--- config.mk ---
export PLATFORM = sky130hd
export DESIGN_NAME = lsi_top
export DESIGN_NICKNAME = d
export VERILOG_FILES = /design/src/verilog/lsi_pkg.sv /design/src/verilog/lsi_top.sv
export SDC_FILE = /design/constraint.sdc
export NUM_CORES = 1
export LEC_CHECK = 0
export BUFFER_PORTS_ARGS = -buffer_cell sky130_fd_sc_hd__clkbuf_2
export CAP_MARGIN = 40
export CORE_MARGIN = 1.5
export CORE_UTILIZATION = 29
export CTS_BUF_LIST = sky130_fd_sc_hd__clkbuf_8
export DETAILED_ROUTE_END_ITERATION = 8
export GPL_ROUTABILITY_DRIVEN = 0
export PLACE_DENSITY = 0.5
export SLEW_MARGIN = 20
export SYNTH_ARGS = -nofsm -noshare
export SYNTH_HDL_FRONTEND = slang
export SYNTH_SLANG_ARGS = --single-unit
--- constraint.sdc ---
create_clock -name i_core_clk -period 8.3 [get_ports i_core_clk]
set_clock_uncertainty 0.2 [all_clocks]
set_input_delay 1.66 -clock i_core_clk [delete_from_list [all_inputs] [get_ports i_core_clk]]
set_output_delay 1.66 -clock i_core_clk [all_outputs]
set_load 0.005 [all_outputs]
--- src/verilog/lsi_pkg.sv ---
package lsi_pkg;

  localparam int NUM_CHAN = 5;

  // Register byte offsets on the AXI4-Lite slave.
  localparam logic [7:0] OFS_MODE   = 8'h00;
  localparam logic [7:0] OFS_FAULT  = 8'h04;
  localparam logic [7:0] OFS_OVR_EN = 8'h08;
  localparam logic [7:0] OFS_OVR_G  = 8'h0C;
  localparam logic [7:0] OFS_OVR_Y  = 8'h10;
  localparam logic [7:0] OFS_OVR_R  = 8'h14;
  localparam logic [7:0] OFS_STATUS = 8'h18;
  localparam logic [7:0] OFS_CHSTAT = 8'h1C;

  // Fields of the mode register.
  localparam int MODE_STATE_LSB = 0;
  localparam int MODE_STATE_W   = 3;
  localparam int MODE_USB_CFG   = 3;
  localparam int MODE_TOOL      = 4;
  localparam int MODE_DISK_ACT  = 5;
  localparam int MODE_SCRIPT    = 6;

  // Fields of the fault register.
  localparam int FLT_FW_CFG  = 0;
  localparam int FLT_FW_HW   = 1;
  localparam int FLT_BATTERY = 2;
  localparam int FLT_DISK    = 3;
  localparam int FLT_CONFIG  = 4;
  localparam int FLT_SCRIPT  = 5;
  localparam int FLT_W       = 6;

  localparam logic [31:0] MODE_RESET  = 32'h0000_0000;
  localparam logic [31:0] FAULT_RESET = 32'h0000_0000;
  localparam logic [31:0] ZERO_WORD   = 32'h0000_0000;

  localparam logic [1:0] RESP_OKAY   = 2'b00;
  localparam logic [1:0] RESP_SLVERR = 2'b10;

  // Pattern timing in milliseconds, then in cycles of the 20 MHz clock.
  localparam int CLK_HZ      = 20_000_000;
  localparam int SLOW_HALF_MS = 500;
  localparam int FAST_HALF_MS = 125;
  localparam int FLASH_MS     = 20;
  localparam int RUN_STEP_MS  = 100;
  localparam int SLOW_HALF_CYC = SLOW_HALF_MS * (CLK_HZ / 1000);
  localparam int FAST_HALF_CYC = FAST_HALF_MS * (CLK_HZ / 1000);
  localparam int FLASH_CYC     = FLASH_MS * (CLK_HZ / 1000);
  localparam int RUN_STEP_CYC  = RUN_STEP_MS * (CLK_HZ / 1000);

  typedef enum logic [2:0] {
    LSI_ST_IDLE    = 3'b000,
    LSI_ST_ARMED   = 3'b001,
    LSI_ST_ACTIVE  = 3'b010,
    LSI_ST_STOPPED = 3'b011
  } lsi_log_e;

  // One CAN channel's status events and levels.
  typedef struct packed {
    logic frame;
    logic err_frame;
    logic err_passive;
    logic overrun;
    logic bus_off;
  } lsi_chan_s;

  // One dual-colour indicator: first and second colour.
  typedef struct packed {
    logic col_a;
    logic col_b;
  } lsi_led_s;

endpackage : lsi_pkg

--- src/verilog/lsi_top.sv ---
// Chosen here: the AXI4-Lite slave port and the register addresses.
`timescale 1ns/10ps
module lsi_top #(
  parameter int SLOW_HALF = lsi_pkg::SLOW_HALF_CYC,
  parameter int FAST_HALF = lsi_pkg::FAST_HALF_CYC,
  parameter int FLASH_LEN = lsi_pkg::FLASH_CYC,
  parameter int RUN_STEP  = lsi_pkg::RUN_STEP_CYC
) (
  input  wire logic                          i_core_clk,
  input  wire logic                          i_arst_n,
  input  wire logic                          i_usb_pwr,
  input  wire logic                          i_can_pwr,
  input  wire lsi_pkg::lsi_chan_s [4:0]      i_chan,
  input  wire logic [7:0]                    i_awaddr,
  input  wire logic                          i_awvalid,
  output logic                               o_awready,
  input  wire logic [31:0]                   i_wdata,
  input  wire logic [3:0]                    i_wstrb,
  input  wire logic                          i_wvalid,
  output logic                               o_wready,
  output logic [1:0]                         o_bresp,
  output logic                               o_bvalid,
  input  wire logic                          i_bready,
  input  wire logic [7:0]                    i_araddr,
  input  wire logic                          i_arvalid,
  output logic                               o_arready,
  output logic [31:0]                        o_rdata,
  output logic [1:0]                         o_rresp,
  output logic                               o_rvalid,
  input  wire logic                          i_rready,
  output logic                               o_logger_mode,
  output lsi_pkg::lsi_led_s                  o_power_indicator,
  output lsi_pkg::lsi_led_s [4:0]            o_traffic
);
  import lsi_pkg::*;

  localparam int NLED = 2 + 2 * NUM_CHAN;

  logic [31:0]         mode_reg;
  logic [31:0]         fault_reg;
  logic [NLED-1:0]     ovr_en;
  logic [NLED-1:0]     ovr_g;
  logic [NLED-1:0]     ovr_y;
  logic [NLED-1:0]     ovr_r;
  logic [NUM_CHAN-1:0] overrun_hold;
  logic [NUM_CHAN-1:0] flash_y;
  logic [NUM_CHAN-1:0] flash_r;
  logic [31:0]         fl_cnt_y [NUM_CHAN];
  logic [31:0]         fl_cnt_r [NUM_CHAN];
  logic [31:0]         slow_cnt;
  logic [31:0]         fast_cnt;
  logic [31:0]         run_cnt;
  logic                slow_ph;
  logic                fast_ph;
  logic [3:0]          run_pos;
  logic                logger;
  logic                aw_held;
  logic                w_held;
  logic [7:0]          aw_addr;
  logic [31:0]         w_data;
  logic [3:0]          w_strb;
  lsi_led_s            next_pwr;
  lsi_led_s [4:0]      next_trf;

  // Strictly shorter fast half-period is required for distinct patterns.
  if (FAST_HALF >= SLOW_HALF) begin : g_bad_timing
    $error("Fast half period must be shorter than slow half period.");
  end

  // Prescalers for the shared pattern phases.
  always_ff @(posedge i_core_clk or negedge i_arst_n) begin
    if (!i_arst_n) begin
      slow_cnt <= ZERO_WORD;
      slow_ph  <= 1'b0;
    end else if (slow_cnt >= 32'(SLOW_HALF - 1)) begin
      slow_cnt <= ZERO_WORD;
      slow_ph  <= ~slow_ph;
    end else begin
      slow_cnt <= slow_cnt + 32'h0000_0001;
    end
  end

  always_ff @(posedge i_core_clk or negedge i_arst_n) begin
    if (!i_arst_n) begin
      fast_cnt <= ZERO_WORD;
      fast_ph  <= 1'b0;
    end else if (fast_cnt >= 32'(FAST_HALF - 1)) begin
      fast_cnt <= ZERO_WORD;
      fast_ph  <= ~fast_ph;
    end else begin
      fast_cnt <= fast_cnt + 32'h0000_0001;
    end
  end

  // Running position walks power green, power yellow, then channel pairs.
  always_ff @(posedge i_core_clk or negedge i_arst_n) begin
    if (!i_arst_n) begin
      run_cnt <= ZERO_WORD;
      run_pos <= 4'h0;
    end else if (run_cnt >= 32'(RUN_STEP - 1)) begin
      run_cnt <= ZERO_WORD;
      run_pos <= (run_pos == 4'(NLED - 1)) ? 4'h0 : run_pos + 4'h1;
    end else begin
      run_cnt <= run_cnt + 32'h0000_0001;
    end
  end

  // A fresh event restarts the flash, so a stream of events stays lit.
  for (genvar c = 0; c < NUM_CHAN; c++) begin : g_flash
    always_ff @(posedge i_core_clk or negedge i_arst_n) begin
      if (!i_arst_n) begin
        fl_cnt_y[c] <= ZERO_WORD;
      end else if (i_chan[c].frame) begin
        fl_cnt_y[c] <= 32'(FLASH_LEN);
      end else if (fl_cnt_y[c] != ZERO_WORD) begin
        fl_cnt_y[c] <= fl_cnt_y[c] - 32'h0000_0001;
      end
    end
    always_ff @(posedge i_core_clk or negedge i_arst_n) begin
      if (!i_arst_n) begin
        fl_cnt_r[c] <= ZERO_WORD;
      end else if (i_chan[c].err_frame) begin
        fl_cnt_r[c] <= 32'(FLASH_LEN);
      end else if (fl_cnt_r[c] != ZERO_WORD) begin
        fl_cnt_r[c] <= fl_cnt_r[c] - 32'h0000_0001;
      end
    end
    assign flash_y[c] = (fl_cnt_y[c] != ZERO_WORD);
    assign flash_r[c] = (fl_cnt_r[c] != ZERO_WORD);
    // Overrun latches; bus-off releases it and a coincident overrun wins.
    always_ff @(posedge i_core_clk or negedge i_arst_n) begin
      if (!i_arst_n) begin
        overrun_hold[c] <= 1'b0;
      end else if (i_chan[c].overrun) begin
        overrun_hold[c] <= 1'b1;
      end else if (i_chan[c].bus_off) begin
        overrun_hold[c] <= 1'b0;
      end
    end
  end

  assign logger        = i_can_pwr & ~i_usb_pwr;
  assign o_logger_mode = logger;

  // Indication priority: tool, disk activity, device faults, state.
  always_comb begin
    lsi_log_e st;
    logic     any_flt;
    st       = lsi_log_e'(mode_reg[MODE_STATE_LSB +: MODE_STATE_W]);
    any_flt  = 1'b0;
    next_pwr = '0;
    for (int c = 0; c < NUM_CHAN; c++) begin
      next_trf[c] = '0;
    end
    if (mode_reg[MODE_TOOL]) begin
      next_pwr.col_a = (run_pos == 4'h0);
      next_pwr.col_b = (run_pos == 4'h1);
      for (int c = 0; c < NUM_CHAN; c++) begin
        next_trf[c].col_a = (run_pos == 4'(2 + 2 * c));
        next_trf[c].col_b = (run_pos == 4'(3 + 2 * c));
      end
    end else if (mode_reg[MODE_DISK_ACT]) begin
      next_pwr.col_a = 1'b1;
      for (int c = 0; c < NUM_CHAN; c++) begin
        next_trf[c].col_b = fast_ph;
      end
    end else if (!logger && fault_reg[FLT_FW_CFG]) begin
      any_flt        = 1'b1;
      next_pwr.col_a = slow_ph;
      next_pwr.col_b = ~slow_ph;
      for (int c = 0; c < NUM_CHAN; c++) begin
        next_trf[c].col_a = slow_ph;
        next_trf[c].col_b = ~slow_ph;
      end
    end else if (!logger && !mode_reg[MODE_USB_CFG]) begin
      next_pwr.col_b = slow_ph;
      any_flt        = 1'b1;
    end else if (logger
                 && (fault_reg[FLT_FW_HW] | fault_reg[FLT_BATTERY])) begin
      any_flt        = 1'b1;
      next_pwr.col_a = fast_ph;
      next_pwr.col_b = ~fast_ph;
      for (int c = 0; c < NUM_CHAN; c++) begin
        next_trf[c].col_a = fault_reg[FLT_FW_HW] ? fast_ph : slow_ph;
        next_trf[c].col_b = fault_reg[FLT_FW_HW] ? ~fast_ph : ~slow_ph;
      end
    end else if (logger && fault_reg[FLT_DISK]) begin
      any_flt        = 1'b1;
      next_pwr.col_b = 1'b1;
      for (int c = 0; c < NUM_CHAN; c++) begin
        next_trf[c].col_b = slow_ph;
      end
    end else if (logger
                 && (fault_reg[FLT_CONFIG] | fault_reg[FLT_SCRIPT])) begin
      any_flt        = 1'b1;
      next_pwr.col_b = 1'b1;
      for (int c = 0; c < NUM_CHAN; c++) begin
        next_trf[c].col_b = fast_ph;
      end
    end else begin
      if (!logger) begin
        next_pwr.col_a = 1'b1;
      end else begin
        case (st)
          LSI_ST_ARMED:   next_pwr.col_a = 1'b1;
          LSI_ST_ACTIVE:  next_pwr.col_a = fast_ph;
          LSI_ST_STOPPED: next_pwr.col_a = slow_ph;
          default:        next_pwr.col_a = 1'b0;
        endcase
      end
    end
    if (!any_flt && !mode_reg[MODE_TOOL] && !mode_reg[MODE_DISK_ACT]) begin
      for (int c = 0; c < NUM_CHAN; c++) begin
        next_trf[c].col_a = flash_y[c] & ~overrun_hold[c];
        next_trf[c].col_b = overrun_hold[c] | flash_r[c]
                          | (i_chan[c].err_passive & fast_ph);
      end
    end
    // Script overrides only act while a script runs.
    if (mode_reg[MODE_SCRIPT]) begin
      if (ovr_en[0]) begin
        next_pwr.col_a = ovr_g[0];
      end
      if (ovr_en[1]) begin
        next_pwr.col_b = ovr_y[1];
      end
      for (int c = 0; c < NUM_CHAN; c++) begin
        if (ovr_en[2 + 2 * c]) begin
          next_trf[c].col_a = ovr_y[2 + 2 * c];
        end
        if (ovr_en[3 + 2 * c]) begin
          next_trf[c].col_b = ovr_r[3 + 2 * c];
        end
      end
    end
  end

  // Registered indicator outputs.
  always_ff @(posedge i_core_clk or negedge i_arst_n) begin
    if (!i_arst_n) begin
      o_power_indicator <= '0;
      o_traffic         <= '0;
    end else begin
      o_power_indicator <= next_pwr;
      o_traffic         <= next_trf;
    end
  end

  // AXI4-Lite write path: address and data may arrive in either order.
  assign o_awready = ~aw_held & ~o_bvalid;
  assign o_wready  = ~w_held & ~o_bvalid;

  always_ff @(posedge i_core_clk or negedge i_arst_n) begin
    if (!i_arst_n) begin
      aw_held <= 1'b0;
      w_held  <= 1'b0;
      aw_addr <= 8'h00;
      w_data  <= ZERO_WORD;
      w_strb  <= 4'h0;
    end else if (aw_held && w_held) begin
      aw_held <= 1'b0;
      w_held  <= 1'b0;
    end else begin
      if (i_awvalid && o_awready) begin
        aw_held <= 1'b1;
        aw_addr <= i_awaddr;
      end
      if (i_wvalid && o_wready) begin
        w_held <= 1'b1;
        w_data <= i_wdata;
        w_strb <= i_wstrb;
      end
    end
  end

  function automatic logic [31:0] merge(input logic [31:0] old,
                                        input logic [31:0] nw,
                                        input logic [3:0]  be);
    logic [31:0] r;
    r = old;
    for (int b = 0; b < 4; b++) begin
      if (be[b]) begin
        r[8*b +: 8] = nw[8*b +: 8];
      end
    end
    return r;
  endfunction : merge

  logic        wr_go;
  logic [31:0] ovr_en_w;
  logic [31:0] ovr_g_w;
  logic [31:0] ovr_y_w;
  logic [31:0] ovr_r_w;
  assign wr_go    = aw_held & w_held;
  assign ovr_en_w = merge({20'h0_0000, ovr_en}, w_data, w_strb);
  assign ovr_g_w  = merge({20'h0_0000, ovr_g}, w_data, w_strb);
  assign ovr_y_w  = merge({20'h0_0000, ovr_y}, w_data, w_strb);
  assign ovr_r_w  = merge({20'h0_0000, ovr_r}, w_data, w_strb);

  always_ff @(posedge i_core_clk or negedge i_arst_n) begin
    if (!i_arst_n) begin
      mode_reg  <= MODE_RESET;
      fault_reg <= FAULT_RESET;
      ovr_en    <= '0;
      ovr_g     <= '0;
      ovr_y     <= '0;
      ovr_r     <= '0;
    end else if (wr_go) begin
      case (aw_addr)
        OFS_MODE:   mode_reg  <= merge(mode_reg, w_data, w_strb)
                                 & 32'h0000_007F;
        OFS_FAULT:  fault_reg <= merge(fault_reg, w_data, w_strb)
                                 & 32'h0000_003F;
        OFS_OVR_EN: ovr_en    <= ovr_en_w[NLED-1:0];
        OFS_OVR_G:  ovr_g     <= ovr_g_w[NLED-1:0];
        OFS_OVR_Y:  ovr_y     <= ovr_y_w[NLED-1:0];
        OFS_OVR_R:  ovr_r     <= ovr_r_w[NLED-1:0];
        default:    ;
      endcase
    end
  end

  always_ff @(posedge i_core_clk or negedge i_arst_n) begin
    if (!i_arst_n) begin
      o_bvalid <= 1'b0;
      o_bresp  <= RESP_OKAY;
    end else if (wr_go) begin
      o_bvalid <= 1'b1;
      o_bresp  <= (aw_addr <= OFS_OVR_R && aw_addr[1:0] == 2'b00)
                  ? RESP_OKAY : RESP_SLVERR;
    end else if (i_bready) begin
      o_bvalid <= 1'b0;
    end
  end

  // Read path answers one cycle after the address is taken.
  assign o_arready = ~o_rvalid;

  always_ff @(posedge i_core_clk or negedge i_arst_n) begin
    if (!i_arst_n) begin
      o_rvalid <= 1'b0;
      o_rdata  <= ZERO_WORD;
      o_rresp  <= RESP_OKAY;
    end else if (i_arvalid && o_arready) begin
      o_rvalid <= 1'b1;
      o_rresp  <= RESP_OKAY;
      case (i_araddr)
        OFS_MODE:   o_rdata <= mode_reg;
        OFS_FAULT:  o_rdata <= fault_reg;
        OFS_OVR_EN: o_rdata <= {20'h0_0000, ovr_en};
        OFS_OVR_G:  o_rdata <= {20'h0_0000, ovr_g};
        OFS_OVR_Y:  o_rdata <= {20'h0_0000, ovr_y};
        OFS_OVR_R:  o_rdata <= {20'h0_0000, ovr_r};
        OFS_STATUS: o_rdata <= {19'h0_0000, o_traffic, o_power_indicator,
                                logger};
        OFS_CHSTAT: o_rdata <= {27'h000_0000, overrun_hold};
        default: begin
          o_rdata <= ZERO_WORD;
          o_rresp <= RESP_SLVERR;
        end
      endcase
    end else if (i_rready) begin
      o_rvalid <= 1'b0;
    end
  end

endmodule : lsi_top
==> results.txt <==
Post-DR vias/cell - 5.01
Achievable frequency - 0.213 GHz
Ports - 140
Commonest cells after routing, fill and taps aside - dfrtp_1, nor2_1, a21oi_1
Starting density of the core - 29.2%
Yosys warns - 0
Worst setup path start - i_usb_pwr
EDFF count, synth - 0
Grt ovf - 0
HPWL Detailed - 45.6 mm
Pre-CTS WS - 3.62 ns
Register area - 13500 sq um
Die area - 97300 sq um
CTS Sinks - 541
Setup ws final - 3.60 ns
Critical hold path startpoint - run_cnt[0]
Die Ht - 312 um
Post-layout nets - 2992
Arrival time at the worst endpoint - 2.84 ns
P_leak - 13.1 nW
TritonCTS clock tree - done
Final WL - 68.8 mm
Share of cells above drive strength 1 - 17.0%
Setup CP Type - primary input to output pin
WHS Path Cells - 1
1st-iter DRT viols - 1315
RSZ-0062 raised after global routing - false
Fin util - 33.8%
Share of flip-flops with an asynchronous set or reset - 100%
Area growth, synth to finish - 15.8%
Post-Synth Simple-Gate Area - 23.6%
Synth top area cells - dfrtp_1, mux2_2, nor2_1
Register area share after synthesis - 48.9%
CP cell instances - clkbuf_2 > nand2b_1 > inv_1 > clkbuf_2
Synth Instances - 2736
Post-Synth XOR/XNOR Area - 5.50%
Setup TNS - 0 ns
Post-route DRC - 0
Synth top area share - 48.9%
Num CTS Buffers - 103
Via count - 21200
Post-Synth Adder-Cell Area - 0.768%
Most common cell after layout, fill and taps aside - dfrtp_1
Mux contribution to synthesized area - 5.33%
Total of max-cap violations - 0
FF-to-FF Start - fl_cnt_y[96]
Pwr Density - 217 nW/um^2
Core area - 94900 sq um
Biggest regs - fl_cnt_r (160), fl_cnt_y (160)
1st-pass router iterations - 5
Fin crit share - 56.6%
Final setup fails - 0
H-tree lvl count - 3
Port Buffers - 96
Final hold violations - 0
Startpoint type of the worst setup path - primary input
Slowest cell on crit path - inv_1
Post-CTS Hold Buffers - 0
Seq cells post-synth - 541
Synth Flop Type - dfrtp_1
Final min period - 4.70 ns
Vias in the first global route - 20500
Routed Antenna Nets - 0
Final max-slew violation count - 0
Max_slew headroom - 30.3%
Non-filler instance count after layout - 4242
WL per Instance - 16.2 um
Post-CTS sizing - 0
Synth area leader - dfrtp_1
Main combinational cell family by area after synthesis - simple AND/OR/NAND/NOR gates
HP Class - register to register
Clock latency on the worst-skew pair - 0.74 ns
Crit path largest cell delay - 0.51 ns
Initial antenna violation count - 15
Worst slew pin tran - 1.04 ns
Row cnt - 113
Avg Cell Area, Syn - 10.1 sq um
IR drop worst, VDD - 109 uV
Area fraction in compound gates after synthesis - 12.7%
Placed cells - 4047
Status - finished, final reports clean
Area of the multi-input gates - 13500 sq um
Post-Syn Area - 27700 sq um
Largest net degree at the start of global routing - 177
Clk slew on worst S/H paths - 0.06 ns
CP max FO - 8
Reg2reg path depth - 7
Root Driver - clkbuf_8
CP required - 6.44 ns
Die X - 312 um
# Post-CTS Setup Buffers - 0
Crit. End Element - output pin
Most used cell, CP - clkbuf_2
First-pass GRT wire length - 112 mm
Clock Tree Buf Depth - 3
Fillers - 9728
Gr usage total - 14.0%
Netlist cell types - 91
## metal layers
metal  wire [um]  up-vias  part of all wire (%)  global-route usage (%)
met5          34        -                 0.049                       0
met4        1590        4                   2.3                    4.05
met3        3500      126                   5.1                    3.71
met2       29300      355                    43                    20.4
met1       34400    10300                    50                    20.3
li1            -    10400                     -                       -
## logic make-up (layout without fill, tap and decap cells)
| family | count (synthesis) | in the layout |
|---|---|---|
| xor+xnor | 174 | 174 |
| other cells | 1 | 56 |
| compound gates | 522 | 522 |
| flops | 541 | 541 |
| mux | 134 | 134 |
| fa+ha+maj | 17 | 17 |
| buf+inv | 197 | 383 |
| simple gates | 1150 | 1150 |
## where the power goes
group          internal [W]  leakage, nW  switching [W]
clock network       0.00180         1.32        0.00123
logic              0.000359         4.75       0.000453
registers           0.00285         7.01       0.000263
## metrics by stage
step	total power, W	hold slack [ns]	instance area, sq um
after floorplan	0.00362	0.224	27900
after global placement	0.00396	0.241	29500
after detailed placement	0.00398	0.242	29600
after CTS	0.00709	0.251	32100
after global routing	0.00732	0.268	32100
final	0.00695	0.250	32100
## critical path: cells and delay by family
family	cells	cell delay, ns
buffers and inverters	3	0.78
and+or+nand+nor	1	0.39
## worst paths after layout
kind                            endpoint  slack [ns]
max                        o_logger_mode        3.60
min                           run_cnt[0]        0.25
max reg2reg                fl_cnt_y[109]        4.98
min reg2reg                   run_cnt[0]        0.25
max in group asynchronous   fl_cnt_y[58]        5.52
min in group asynchronous   fl_cnt_y[14]        0.79
## cell type report
class | instances | share of cell area, %
inverters | 62 | 0.725
well taps | 1265 | 4.93
clock inverters | 59 | 2.00
flip-flops and latches | 541 | 42.2
repair buffers | 134 | 2.62
multi-input cells | 2047 | 42.0
diodes | 6 | 0.0468
clock buffers | 128 | 5.49
## Yosys cell counts, types with 22 or more instances
library cell	instances
a211oi_1	26
a21oi_1	154
and3_1	25
buf_4	22
clkbuf_1	84
dfrtp_1	541
inv_1	61
mux2_2	106
mux2i_1	26
nand2_1	114
nand2b_1	24
nand3_1	67
nand4_1	37
nor2_1	316
nor2b_1	41
nor3_1	75
nor4_1	83
o21ai_0	106
o31ai_1	57
o41ai_1	23
or2_2	29
or3_1	119
or4_1	95
xnor2_1	88
xor2_1	86
(Power assumes the default switching activity.)
